`src/hdl/tx_level_pkg.sv`:
```
/*
 * shared constants and types for the transmit level control block.
 * assumes a single 10 MHz system clock and synchronous active-low reset.
 */
package tx_level_pkg;

    localparam int          ATTEN_W         = 3;
    localparam logic [2:0]  ATTEN_MIN       = 3'h0;   // 0 dB
    localparam logic [2:0]  ATTEN_MAX       = 3'h7;   // -21 dB
    localparam int          ATTEN_STEP_DB   = 3;
    localparam int          FIXED_BIT       = 3;
    localparam int          CTRL_W          = 4;
    localparam logic [3:0]  CTRL_RESET      = 4'h0;
    localparam int          ALC_WINDOW      = 16;
    localparam int          CHIP_PER_BIT    = 8;
    localparam int          CLK_HZ          = 10_000_000;
    localparam int          TX_HOLD_NS      = 10_000;
    localparam int          CLK_PERIOD_NS   = 1_000_000_000 / CLK_HZ;
    localparam int          TX_HOLD_CYCLES  = (TX_HOLD_NS + CLK_PERIOD_NS - 1) / CLK_PERIOD_NS;
    localparam logic        LPF_130K        = 1'b0;
    localparam logic        LPF_195K        = 1'b1;

    typedef struct packed {
        logic       fixed_mode;
        logic [2:0] atten_code;
    } atten_ctrl_t;

    typedef struct packed {
        logic below_low;
        logic above_high;
    } level_cmp_t;

    typedef enum logic [1:0] {
        ALC_IDLE,
        ALC_EVAL,
        ALC_ADJUST,
        ALC_FROZEN
    } alc_state_t;

endpackage

```
`src/hdl/tx_level_control.sv`:
```
/*
 * transmit level control: fixed or automatic attenuation, transmit enable,
 * line driver current limit and thermal shutdown signalling.
 * assumes chip clock strobe, comparator levels and thermal levels arrive
 * asynchronously from the analogue side; register port is on sys_clk_i.
 */
// Behaviour
// - fixed bit set: use register attenuation code
// - eight codes, 3 dB each, 0 to -21
// - fixed bit clear selects automatic level control
// - below low raise, above high lower
// - evaluate one chip clock, adjust next
// - automatic only first 16 chip clocks
// - reset starts at maximum attenuation
// - receive mode keeps reached attenuation
// - transmit enable low while transmitting
// - transmit enable held low briefly after transmit
// - current limit flag follows limit condition
// - thermal shutdown at 160, recover at 135
// - low-pass cutoff selectable 130 or 195 kHz
// - chip clock is eight times bit rate
// - mode flag high transmit, low receive
`timescale 1ns/1ps
`default_nettype none

module tx_level_control
    import tx_level_pkg::*;
#(
    parameter int HOLD_CYCLES = TX_HOLD_CYCLES
) (
    input  wire logic              sys_clk_i,
    input  wire logic              nrst_i,
    input  wire logic              ctrl_wr_i,
    input  wire atten_ctrl_t       ctrl_wdata_i,
    input  wire logic              lpf_sel_i,
    input  wire logic              tx_mode_select_i,
    input  wire logic              chip_clk_i,
    input  wire logic              level_below_low_i,
    input  wire logic              level_above_high_i,
    input  wire logic              drv_at_limit_i,
    input  wire logic              temp_hot_i,
    input  wire logic              temp_cool_i,
    input  wire logic              amp_enable_n_i,
    output atten_ctrl_t            ctrl_rdata_o,
    output logic [ATTEN_W-1:0]     atten_o,
    output logic                   lpf_sel_o,
    output logic                   tx_active_n_o,
    output logic                   tx_active_n_oe_o,
    output logic                   current_limit_flag_o,
    output logic                   driver_enable_o,
    output logic                   thermal_shutdown_o
);

    // two flip-flops on everything from pins or the chip clock domain; each stage
    // resets to the idle level of its pin, so no false edge or false enable follows
    // reset (the amplifier enable pin idles high behind its pull-up)
    localparam int               NSYNC      = 8;
    localparam int               SYNC_TX    = 0;
    localparam int               SYNC_CHIP  = 1;
    localparam int               SYNC_LOW   = 2;
    localparam int               SYNC_HIGH  = 3;
    localparam int               SYNC_LIMIT = 4;
    localparam int               SYNC_HOT   = 5;
    localparam int               SYNC_COOL  = 6;
    localparam int               SYNC_AMP_N = 7;
    localparam logic [NSYNC-1:0] SYNC_IDLE  = 8'h80;
    localparam int               UNUSED_CH  = SYNC_AMP_N;

    wire  [NSYNC-1:0] sync2;
    wire  [NSYNC-1:0] async_in;

    assign async_in[SYNC_TX]    = tx_mode_select_i;
    assign async_in[SYNC_CHIP]  = chip_clk_i;
    assign async_in[SYNC_LOW]   = level_below_low_i;
    assign async_in[SYNC_HIGH]  = level_above_high_i;
    assign async_in[SYNC_LIMIT] = drv_at_limit_i;
    assign async_in[SYNC_HOT]   = temp_hot_i;
    assign async_in[SYNC_COOL]  = temp_cool_i;
    assign async_in[SYNC_AMP_N] = amp_enable_n_i;

    generate
        for (genvar i = 0; i < NSYNC; i++) begin : g_sync
            logic stage1;
            logic stage2;
            always_ff @(posedge sys_clk_i) begin
                if (!nrst_i) begin
                    stage1 <= SYNC_IDLE[i];
                    stage2 <= SYNC_IDLE[i];
                end else begin
                    stage1 <= async_in[i];
                    stage2 <= stage1;
                end
            end
            assign sync2[i] = stage2;   // only the second stage is ever read
        end
    endgenerate

    wire        tx_mode  = sync2[SYNC_TX];
    wire        chip_lvl = sync2[SYNC_CHIP];
    level_cmp_t cmp;
    assign cmp.below_low  = sync2[SYNC_LOW];
    assign cmp.above_high = sync2[SYNC_HIGH];
    wire        at_limit = sync2[SYNC_LIMIT];
    wire        hot      = sync2[SYNC_HOT];
    wire        cool     = sync2[SYNC_COOL];
    wire        amp_en_n = sync2[SYNC_AMP_N];

    // edge detect on the synchronised copies only, for the chip clock and the mode flag
    function automatic logic rising(input logic now_lvl, input logic last_lvl);
        return now_lvl & ~last_lvl;
    endfunction

    logic chip_prev;
    wire  chip_tick = rising(chip_lvl, chip_prev);   // chip clock runs at 8x bit rate
    logic tx_prev;
    wire  tx_start  = rising(tx_mode, tx_prev);

    // control register
    atten_ctrl_t ctrl;
    always_ff @(posedge sys_clk_i) begin
        if (!nrst_i) begin
            ctrl <= CTRL_RESET;
        end else if (ctrl_wr_i) begin
            ctrl <= ctrl_wdata_i;
        end
    end

    // automatic loop state
    alc_state_t                       state;
    alc_state_t                       next_state;
    logic [$clog2(ALC_WINDOW+1)-1:0]  chip_cnt;
    level_cmp_t                       cmp_held;
    logic [ATTEN_W-1:0]               alc_atten;
    logic [ATTEN_W-1:0]               next_alc_atten;

    wire window_open = (chip_cnt < ALC_WINDOW[$bits(chip_cnt)-1:0]);
    wire auto_mode   = ~ctrl.fixed_mode;

    function automatic logic [ATTEN_W-1:0] step_atten(input logic [ATTEN_W-1:0] a, input level_cmp_t c);
        logic [ATTEN_W-1:0] r;
        r = a;
        if (c.below_low && a != ATTEN_MIN) begin
            r = a - 3'h1;       // raise level one 3 dB step
        end else if (c.above_high && a != ATTEN_MAX) begin
            r = a + 3'h1;       // lower level one step
        end
        return r;
    endfunction

    always_comb begin
        next_state     = state;
        next_alc_atten = alc_atten;
        case (state)
            ALC_IDLE: begin
                if (tx_start && auto_mode) begin
                    next_state = ALC_EVAL;
                end
            end
            ALC_EVAL: begin
                if (!tx_mode || !auto_mode || !window_open) begin
                    next_state = ALC_FROZEN;
                end else if (chip_tick) begin
                    next_state = ALC_ADJUST;   // evaluate now, apply next chip clock
                end
            end
            ALC_ADJUST: begin
                if (!tx_mode || !auto_mode) begin
                    next_state = ALC_FROZEN;
                end else if (chip_tick) begin
                    next_alc_atten = step_atten(alc_atten, cmp_held);
                    next_state     = window_open ? ALC_EVAL : ALC_FROZEN;
                end
            end
            ALC_FROZEN: begin
                if (!tx_mode) begin
                    next_state = ALC_IDLE;   // attenuation retained for next frame
                end
            end
            default: begin
                next_state = ALC_IDLE;
            end
        endcase
    end

    always_ff @(posedge sys_clk_i) begin
        if (!nrst_i) begin
            state     <= ALC_IDLE;
            alc_atten <= ATTEN_MAX;   // minimum level after reset
        end else begin
            state     <= next_state;
            alc_atten <= next_alc_atten;
        end
    end

    // edge history resets to the idle level of both pins
    always_ff @(posedge sys_clk_i) begin
        if (!nrst_i) begin
            chip_prev <= 1'b0;
            tx_prev   <= 1'b0;
        end else begin
            chip_prev <= chip_lvl;
            tx_prev   <= tx_mode;
        end
    end

    // comparators latched at the evaluate tick, so a late change cannot leak into the step
    always_ff @(posedge sys_clk_i) begin
        if (!nrst_i) begin
            cmp_held <= '0;
        end else if (state == ALC_EVAL && chip_tick) begin
            cmp_held <= cmp;
        end
    end

    // chip clocks since transmit began; saturates so the window stays closed until the next transmit start
    always_ff @(posedge sys_clk_i) begin
        if (!nrst_i || tx_start) begin
            chip_cnt <= '0;
        end else if (tx_mode && chip_tick && window_open) begin
            chip_cnt <= chip_cnt + 1'b1;
        end
    end

    // selected attenuation: register code in fixed mode, loop value otherwise
    wire [ATTEN_W-1:0] next_atten = ctrl.fixed_mode ? ctrl.atten_code : alc_atten;

    // transmit enable with trailing hold; the pin is open drain, so it is only ever pulled low
    localparam int HW = (HOLD_CYCLES < 2) ? 1 : $clog2(HOLD_CYCLES + 1);
    logic [HW-1:0] hold_cnt;
    wire           hold_busy  = (hold_cnt != '0);
    wire           next_tx_oe = tx_mode | hold_busy;

    always_ff @(posedge sys_clk_i) begin
        if (!nrst_i) begin
            hold_cnt <= '0;
        end else if (tx_mode) begin
            hold_cnt <= HW'(HOLD_CYCLES);
        end else if (hold_busy) begin
            hold_cnt <= hold_cnt - 1'b1;
        end
    end

    // thermal shutdown with hysteresis: trip on hot, release only when cool;
    // hot wins if both comparators read high, so a hot part never re-enables
    logic therm_off;
    wire  next_therm_off = hot ? 1'b1 : (cool ? 1'b0 : therm_off);
    wire  next_drv_en    = ~amp_en_n & ~next_therm_off;              // high-active enable, built from the low-active amplifier enable pin

    always_ff @(posedge sys_clk_i) begin
        if (!nrst_i) begin
            therm_off <= 1'b0;
        end else begin
            therm_off <= next_therm_off;
        end
    end

    // every output below leaves straight from a flip-flop
    always_ff @(posedge sys_clk_i) begin
        if (!nrst_i) begin
            atten_o      <= ATTEN_MAX;
            ctrl_rdata_o <= CTRL_RESET;
        end else begin
            atten_o      <= next_atten;
            ctrl_rdata_o <= ctrl;
        end
    end

    always_ff @(posedge sys_clk_i) begin
        if (!nrst_i) begin
            lpf_sel_o <= LPF_130K;
        end else begin
            lpf_sel_o <= lpf_sel_i;
        end
    end

    always_ff @(posedge sys_clk_i) begin
        if (!nrst_i) begin
            tx_active_n_o    <= 1'b0;
            tx_active_n_oe_o <= 1'b0;
        end else begin
            tx_active_n_o    <= 1'b0;
            tx_active_n_oe_o <= next_tx_oe;
        end
    end

    always_ff @(posedge sys_clk_i) begin
        if (!nrst_i) begin
            current_limit_flag_o <= 1'b0;
        end else begin
            current_limit_flag_o <= at_limit;
        end
    end

    always_ff @(posedge sys_clk_i) begin
        if (!nrst_i) begin
            driver_enable_o    <= 1'b0;
            thermal_shutdown_o <= 1'b0;
        end else begin
            driver_enable_o    <= next_drv_en;
            thermal_shutdown_o <= next_therm_off;
        end
    end

endmodule

`default_nettype wire

```
`config.mk`:
```
export PLATFORM = sky130hd
export DESIGN_NAME = tx_level_control
export DESIGN_NICKNAME = d
export VERILOG_FILES = /design/src/hdl/tx_level_pkg.sv /design/src/hdl/tx_level_control.sv
export SDC_FILE = /design/constraint.sdc
export NUM_CORES = 1
export LEC_CHECK = 0
export ABC_AREA = 0
export CORE_ASPECT_RATIO = 1.75
export CORE_MARGIN = 5
export CORE_UTILIZATION = 25
export CTS_CLUSTER_DIAMETER = 50
export CTS_CLUSTER_SIZE = 10
export DETAILED_ROUTE_END_ITERATION = 8
export DONT_BUFFER_PORTS = 1
export GPL_ROUTABILITY_DRIVEN = 0
export HOLD_SLACK_MARGIN = 0.1
export PLACE_DENSITY = 0.38
export SLEW_MARGIN = 20
export SYNTH_ARGS = -nofsm -noshare
export SYNTH_HDL_FRONTEND = slang
export SYNTH_SLANG_ARGS = --single-unit
```
`constraint.sdc`:
```
create_clock -name sys_clk_i -period 3.5 [get_ports sys_clk_i]
set_clock_uncertainty 0.15 [all_clocks]
set_input_delay 0.35 -clock sys_clk_i [delete_from_list [all_inputs] [get_ports sys_clk_i]]
set_output_delay 0.35 -clock sys_clk_i [all_outputs]
set_load 0.01 [all_outputs]
```
# Word level (Yosys, flattened, before mapping)

Cells that the tools add are included.
W data, S select, Z words.

Word-level logic and storage cells: 94
Bits in registers: 53

Reduce and logical (&&, ||, !) cells: 20
Magnitude comparators: 1
Muxes and demuxes: 15
Add/subtract/negate cells: 4
Bitwise operators: 11
Eq/ne operators: 8

Operators by type and width:

| kind                  | count |
|---|---|
| $mux W2               | 7 |
| $mux W7               | 2 |
| $mux W3               | 3 |
| $ne A3 B3 Y1 const B  | 3 |
| $pmux W2 S4           | 1 |
| $reduce_and A4 Y1     | 2 |
| $not A1 Y1            | 7 |
| $reduce_bool A7 Y1    | 1 |
| $sub A7 B1 Y7 const B | 1 |
| $logic_and A1 B1 Y1   | 6 |
| $add A5 B1 Y5 const B | 1 |
| $lt A5 B5 Y1 const B  | 1 |
| $eq A2 B2 Y1 const B  | 2 |
| $ne A2 B2 Y1 const B  | 2 |
| $reduce_bool A2 Y1    | 2 |
| $add A3 B1 Y3 const B | 1 |
| $and A1 B1 Y1         | 3 |
| $logic_not A1 Y1      | 3 |
| $logic_or A1 B1 Y1    | 3 |
| $reduce_bool A3 Y1    | 1 |
| $sub A3 B1 Y3 const B | 1 |
| $eq A2 B1 Y1 const B  | 1 |
| $logic_not A2 Y1      | 1 |
| $mux W1               | 2 |
| other kinds (2)       | 2 |

# Longest topological paths before layout

Word-level depth: 5
Depth in mapped cells: 8
Gate-level depth less buffers: 7

# Worst setup path before layout

Ideal clock, no wire load.

Path kind: register to register
Start point: reg alc_atten[2]
End point: reg alc_atten[2]
Setup time: 0.134 ns
Cell stages (with the launch flop): 9
Path buffers: 1
Path slack: 1.846 ns
Arrival time: 1.370 ns
Cell sequence: dfxtp_1 -> clkbuf_1 -> nor2_1 -> o21ai_0 -> ha_1 -> nand2_1 -> o22ai_1 -> a2bb2oi_1 -> a31oi_1

Word-level cells in the longest chain between the ends: 4

RTL lines:

| item                                                                  | line                    | text |
|---|---|---|
| start: declaration                                                    | tx_level_control.sv:133 | `logic [ATTEN_W-1:0] alc_atten;` |
| start signal: assignment                                              | tx_level_control.sv:191 | `alc_atten <= next_alc_atten;` |
| parallel branches: the longest is 4 deep, another holds $add A3 B1 Y3 | n/a                     |  |

Several ways; the timed one is not identified. The select of a mux whose other input is x is not followed.
A chain may end at the register's enable or synchronous reset.

# Final worst setup path

Start point: reg alc_atten[1]
End point: reg alc_atten[2]

Same word-level chain as after synthesis.

==> impl_metrics.yaml <==
status:
  run_status: "completed"
power_and_ir_drop:
  share_seq_of_total_power_pct: 48.6
  cellPowerDensity_nw_per_um2: 615
  ir_worst_vdd_mv: 0.293
  power.share.clock_pct: 32.8
  p_int_mw: 1.06
  p_sw_uw: 393
  static-leakage-power_nw: 0.899
  sw_ratio_pct: 26.9
  comb_power_share_pct: 18.7
timing:
  layout_setup_ws_ns: 1.76
  maxSlewViolCount: 0
  layout_worst_path_cycle_share_pct: 49.6
  post-route-min-period_ns: 1.74
  maxSlewHeadroom_pct: 56.7
  final-hold-violation-count: 0
  setup-tns-final_ns: 0
  report.final.setup_viol: 0
  unrepaired_setup_endpoints_after_global_routing: "no"
  achievable-frequency_mhz: 576
  max_slew.worst_pin.slew_ns: 0.642
cells_and_area:
  flow.area_growth_from_synthesis_pct: 19.0
  fin_nets: 227
  share_of_final_layout_standard_cells_stronger_than_drive_strength_1_pct: 5.74
  insertedDiodeCount: 0
  area_of_the_multi_input_gates_um2: 863
  final-seq-area_um2: 1060
  layout_fillers: 824
critical_path:
  worst_setup_path_end_kind: "register"
  timing.rr.end: "alc_atten[2]$_SDFFE_PN1P_"
  critical_path_peak_fanout: 8
  critical_path_buf_inv_count: 0
  ff2ff_setup_slack_ns: 1.76
  worstRegToRegCells: 7
  crit_chain: "nand2b_1 -> o21ai_0 -> ha_1 -> nand2_1 -> o22ai_1 -> a2bb2oi_1 -> a31oi_1"
  reg2reg_from: "alc_atten[1]$_SDFFE_PN1P_"
  timing.critical_path.arrival_ns: 1.76
  cpLargestDelayFamily: "compound AO/OA/AOI/OAI gates"
  worstSetupPathDepth: 7
  cp_slowest_stage_delay_ns: 0.39
  worst-setup-path-type: "reg -> reg"
  crit_required_ns: 3.52
  crit_path_start: "alc_atten[1]$_SDFFE_PN1P_"
  setup.worst_path.end: "alc_atten[2]$_SDFFE_PN1P_"
  worstSetupStartpointType: "register"
  worst_path_max_delay_cell: "sky130_fd_sc_hd__dfxtp_1"
worst_hold_path:
  min_path_type: "in -> reg"
  min-delay-start: "ctrl_wdata_i[1]"
detailed_routing:
  wire_per_inst_um: 12.3
  drt_first_pass_iters: 4
  vias: 1343
  drc_errors: 0
  routed_via_density: 4.49
  final_wl_mm: 3.67
  final_antenna_net_count: 0
  drt-initial-drc-count: 47
clock_tree:
  clk_root_buffer_cell: "sky130_fd_sc_hd__clkbuf_16"
  max-clock-path-buffers: 2
  cts_made_buffers: 5
  cts_htree_levels: 2
  cts_tree: "done"
  cts_sinks: 53
  clk_pin_slew_ns: 0.07
  clk_latency_ns: 0.29
flow_run:
  cap_violations: 0
yosys:
  synthArstFlopShare_pct: 0
  syn-cell-area_um2: 1990
  syn_inst: 195
  synth.top_cells.by_count: "sky130_fd_sc_hd__dfxtp_1 (53), sky130_fd_sc_hd__and2_1 (22), sky130_fd_sc_hd__nor2_1 (12)"
  syn_area_per_cell_um2: 10.2
  synth-seq-cells: 53
  synth-edff-count: 0
  synth-seq-area-share_pct: 53.3
  synth.top_cell.area_share_pct: 53.3
  post-synth-top-count-cell: "sky130_fd_sc_hd__dfxtp_1"
  synth_top_cells_by_area: "sky130_fd_sc_hd__dfxtp_1 (53%), sky130_fd_sc_hd__and2_1 (6.9%), sky130_fd_sc_hd__mux2i_1 (5.5%)"
  dominantRegCellSynth: "sky130_fd_sc_hd__dfxtp_1"
  synth.largest_area_cell: "sky130_fd_sc_hd__dfxtp_1"
  synth.net_count: 214
  yosysUniqueCellTypes: 43
  synth-warning-count: 0
die:
  die_width_um: 77.5
  io_pins: 29
  die_height_um: 128
  initial_core_utilization_pct: 25.3
  die_area_um2: 9920
  row_cnt: 43
  floorplan.core_area_um2: 7860
global_routing:
  antenna_found_initial: 0
  grt.overflow.total: 0
  grt_start_max_net_pins: 45
  number_of_global_route_vias_before_repair: 1373
  groute.usage.overall_pct: 8.22
  wire_length_of_the_first_global_routing_pass_mm: 6.29
place:
  place.port_buffers: 0
  post-dp-hpwl_mm: 2.42
  preCtsSetupSlack_ns: 1.75
-- layout make-up --
cell class / count / area share, %
flip-flops and latches: 53 / 44.8
repair buffers: 16 / 7.18
inverters: 6 / 0.951
clock buffers: 6 / 5.44
multi-input cells: 126 / 36.5
clock inverters: 2 / 0.423
well taps: 90 / 4.75
-- registers in the layout, indices dropped and copies added, names as in the netlist, 2 cells and up --
register       count
chip_cnt           5
ctrl_rdata_o       4
g_sync.stage2      4
ctrl               4
cmp_held           2
alc_atten          3
atten_o            3
hold_cnt           7
g_sync.stage1      8
state              2
-- power by group through the flow --
stage / clock [mW] / combinational (mW) / sequential (mW)
global placement: 0 / 0.256 / 0.724
finish: 0.477 / 0.272 / 0.708
detailed placement: 0 / 0.253 / 0.723
global route: 0.522 / 0.304 / 0.716
floorplan: 0 / 0.225 / 0.709
CTS: 0.503 / 0.277 / 0.710
-- layer usage --
metal,GRT usage (%),vias to the layer above,wire [um],share of wire [%]
met3,2.88,7,242,6.6
met1,7.66,628,1360,37
met2,14.6,30,1940,53
met4,5.77,0,128,3.5
li1,-,678,-,-
met5,0,-,0,0
-- cell usage in the layout (no fill, tap or decap), types with 2 or more instances in the layout --
master / netlist / routed
sky130_fd_sc_hd__nand2b_1: 8 / 8
sky130_fd_sc_hd__nor3_1: 6 / 6
sky130_fd_sc_hd__dlygate4sd3_1: 0 / 15
sky130_fd_sc_hd__and2_1: 22 / 22
sky130_fd_sc_hd__and3b_1: 2 / 2
sky130_fd_sc_hd__nand2_1: 9 / 9
sky130_fd_sc_hd__nor2b_1: 9 / 9
sky130_fd_sc_hd__a21oi_1: 4 / 4
sky130_fd_sc_hd__xor2_1: 3 / 3
sky130_fd_sc_hd__o21ai_0: 6 / 6
sky130_fd_sc_hd__ha_1: 3 / 3
sky130_fd_sc_hd__inv_1: 6 / 6
sky130_fd_sc_hd__nor2_1: 12 / 12
sky130_fd_sc_hd__clkinv_2: 0 / 2
sky130_fd_sc_hd__mux2i_1: 11 / 11
sky130_fd_sc_hd__nand4b_1: 2 / 2
sky130_fd_sc_hd__a21boi_0: 4 / 4
sky130_fd_sc_hd__dfxtp_1: 53 / 53
sky130_fd_sc_hd__clkbuf_16: 0 / 5
sky130_fd_sc_hd__xnor2_1: 3 / 3
sky130_fd_sc_hd__nor3b_1: 2 / 2
-- what timing repair did --
action | 4_1_cts | 5_1_grt
endpoints found under the hold margin | 44 | 0
hold buffers | 16 | 0
resized for setup | 0 | 0
buffers inserted | 0 | 0
-- logic make-up after synthesis --
kind of cell	after synthesis	share of synthesized area [%]
AOI/OAI and AO/OA	24	7.98
xor gates and xnor gates	6	2.64
adders and majority gates	3	1.89
buffers and inverters	16	3.33
DFF	53	53.3
muxes	11	5.53
other	1	0.188
and+or+nand+nor	81	25.1
-- stage by stage --
stage,cells,instance area (um^2),utilization (%),hold WS (ns),total power [mW]
CTS,299,2370,30.2,0.102,1.49
floorplan,195,1990,-,0.236,0.934
global route,299,2370,30.2,0.125,1.54
global placement,275,2060,26.2,0.241,0.979
finish,299,2370,30.2,0.104,1.46
detailed placement,275,2060,26.2,0.247,0.976
-- worst min path at each step --
| stage | depth (start not counted) | to |
|---|---|---|
| final | 2 | ctrl[1]$_SDFFE_PN0P_ |
| after detailed placement | 1 | amp_en_n$_SDFF_PN1_ |
| after global placement | 1 | amp_en_n$_SDFF_PN1_ |
| after floorplan | 1 | amp_en_n$_SDFF_PN1_ |
| after CTS | 2 | ctrl[1]$_SDFFE_PN0P_ |
| after global routing | 2 | ctrl[1]$_SDFFE_PN0P_ |
No activity file was read; power rests on OpenSTA's default activity.
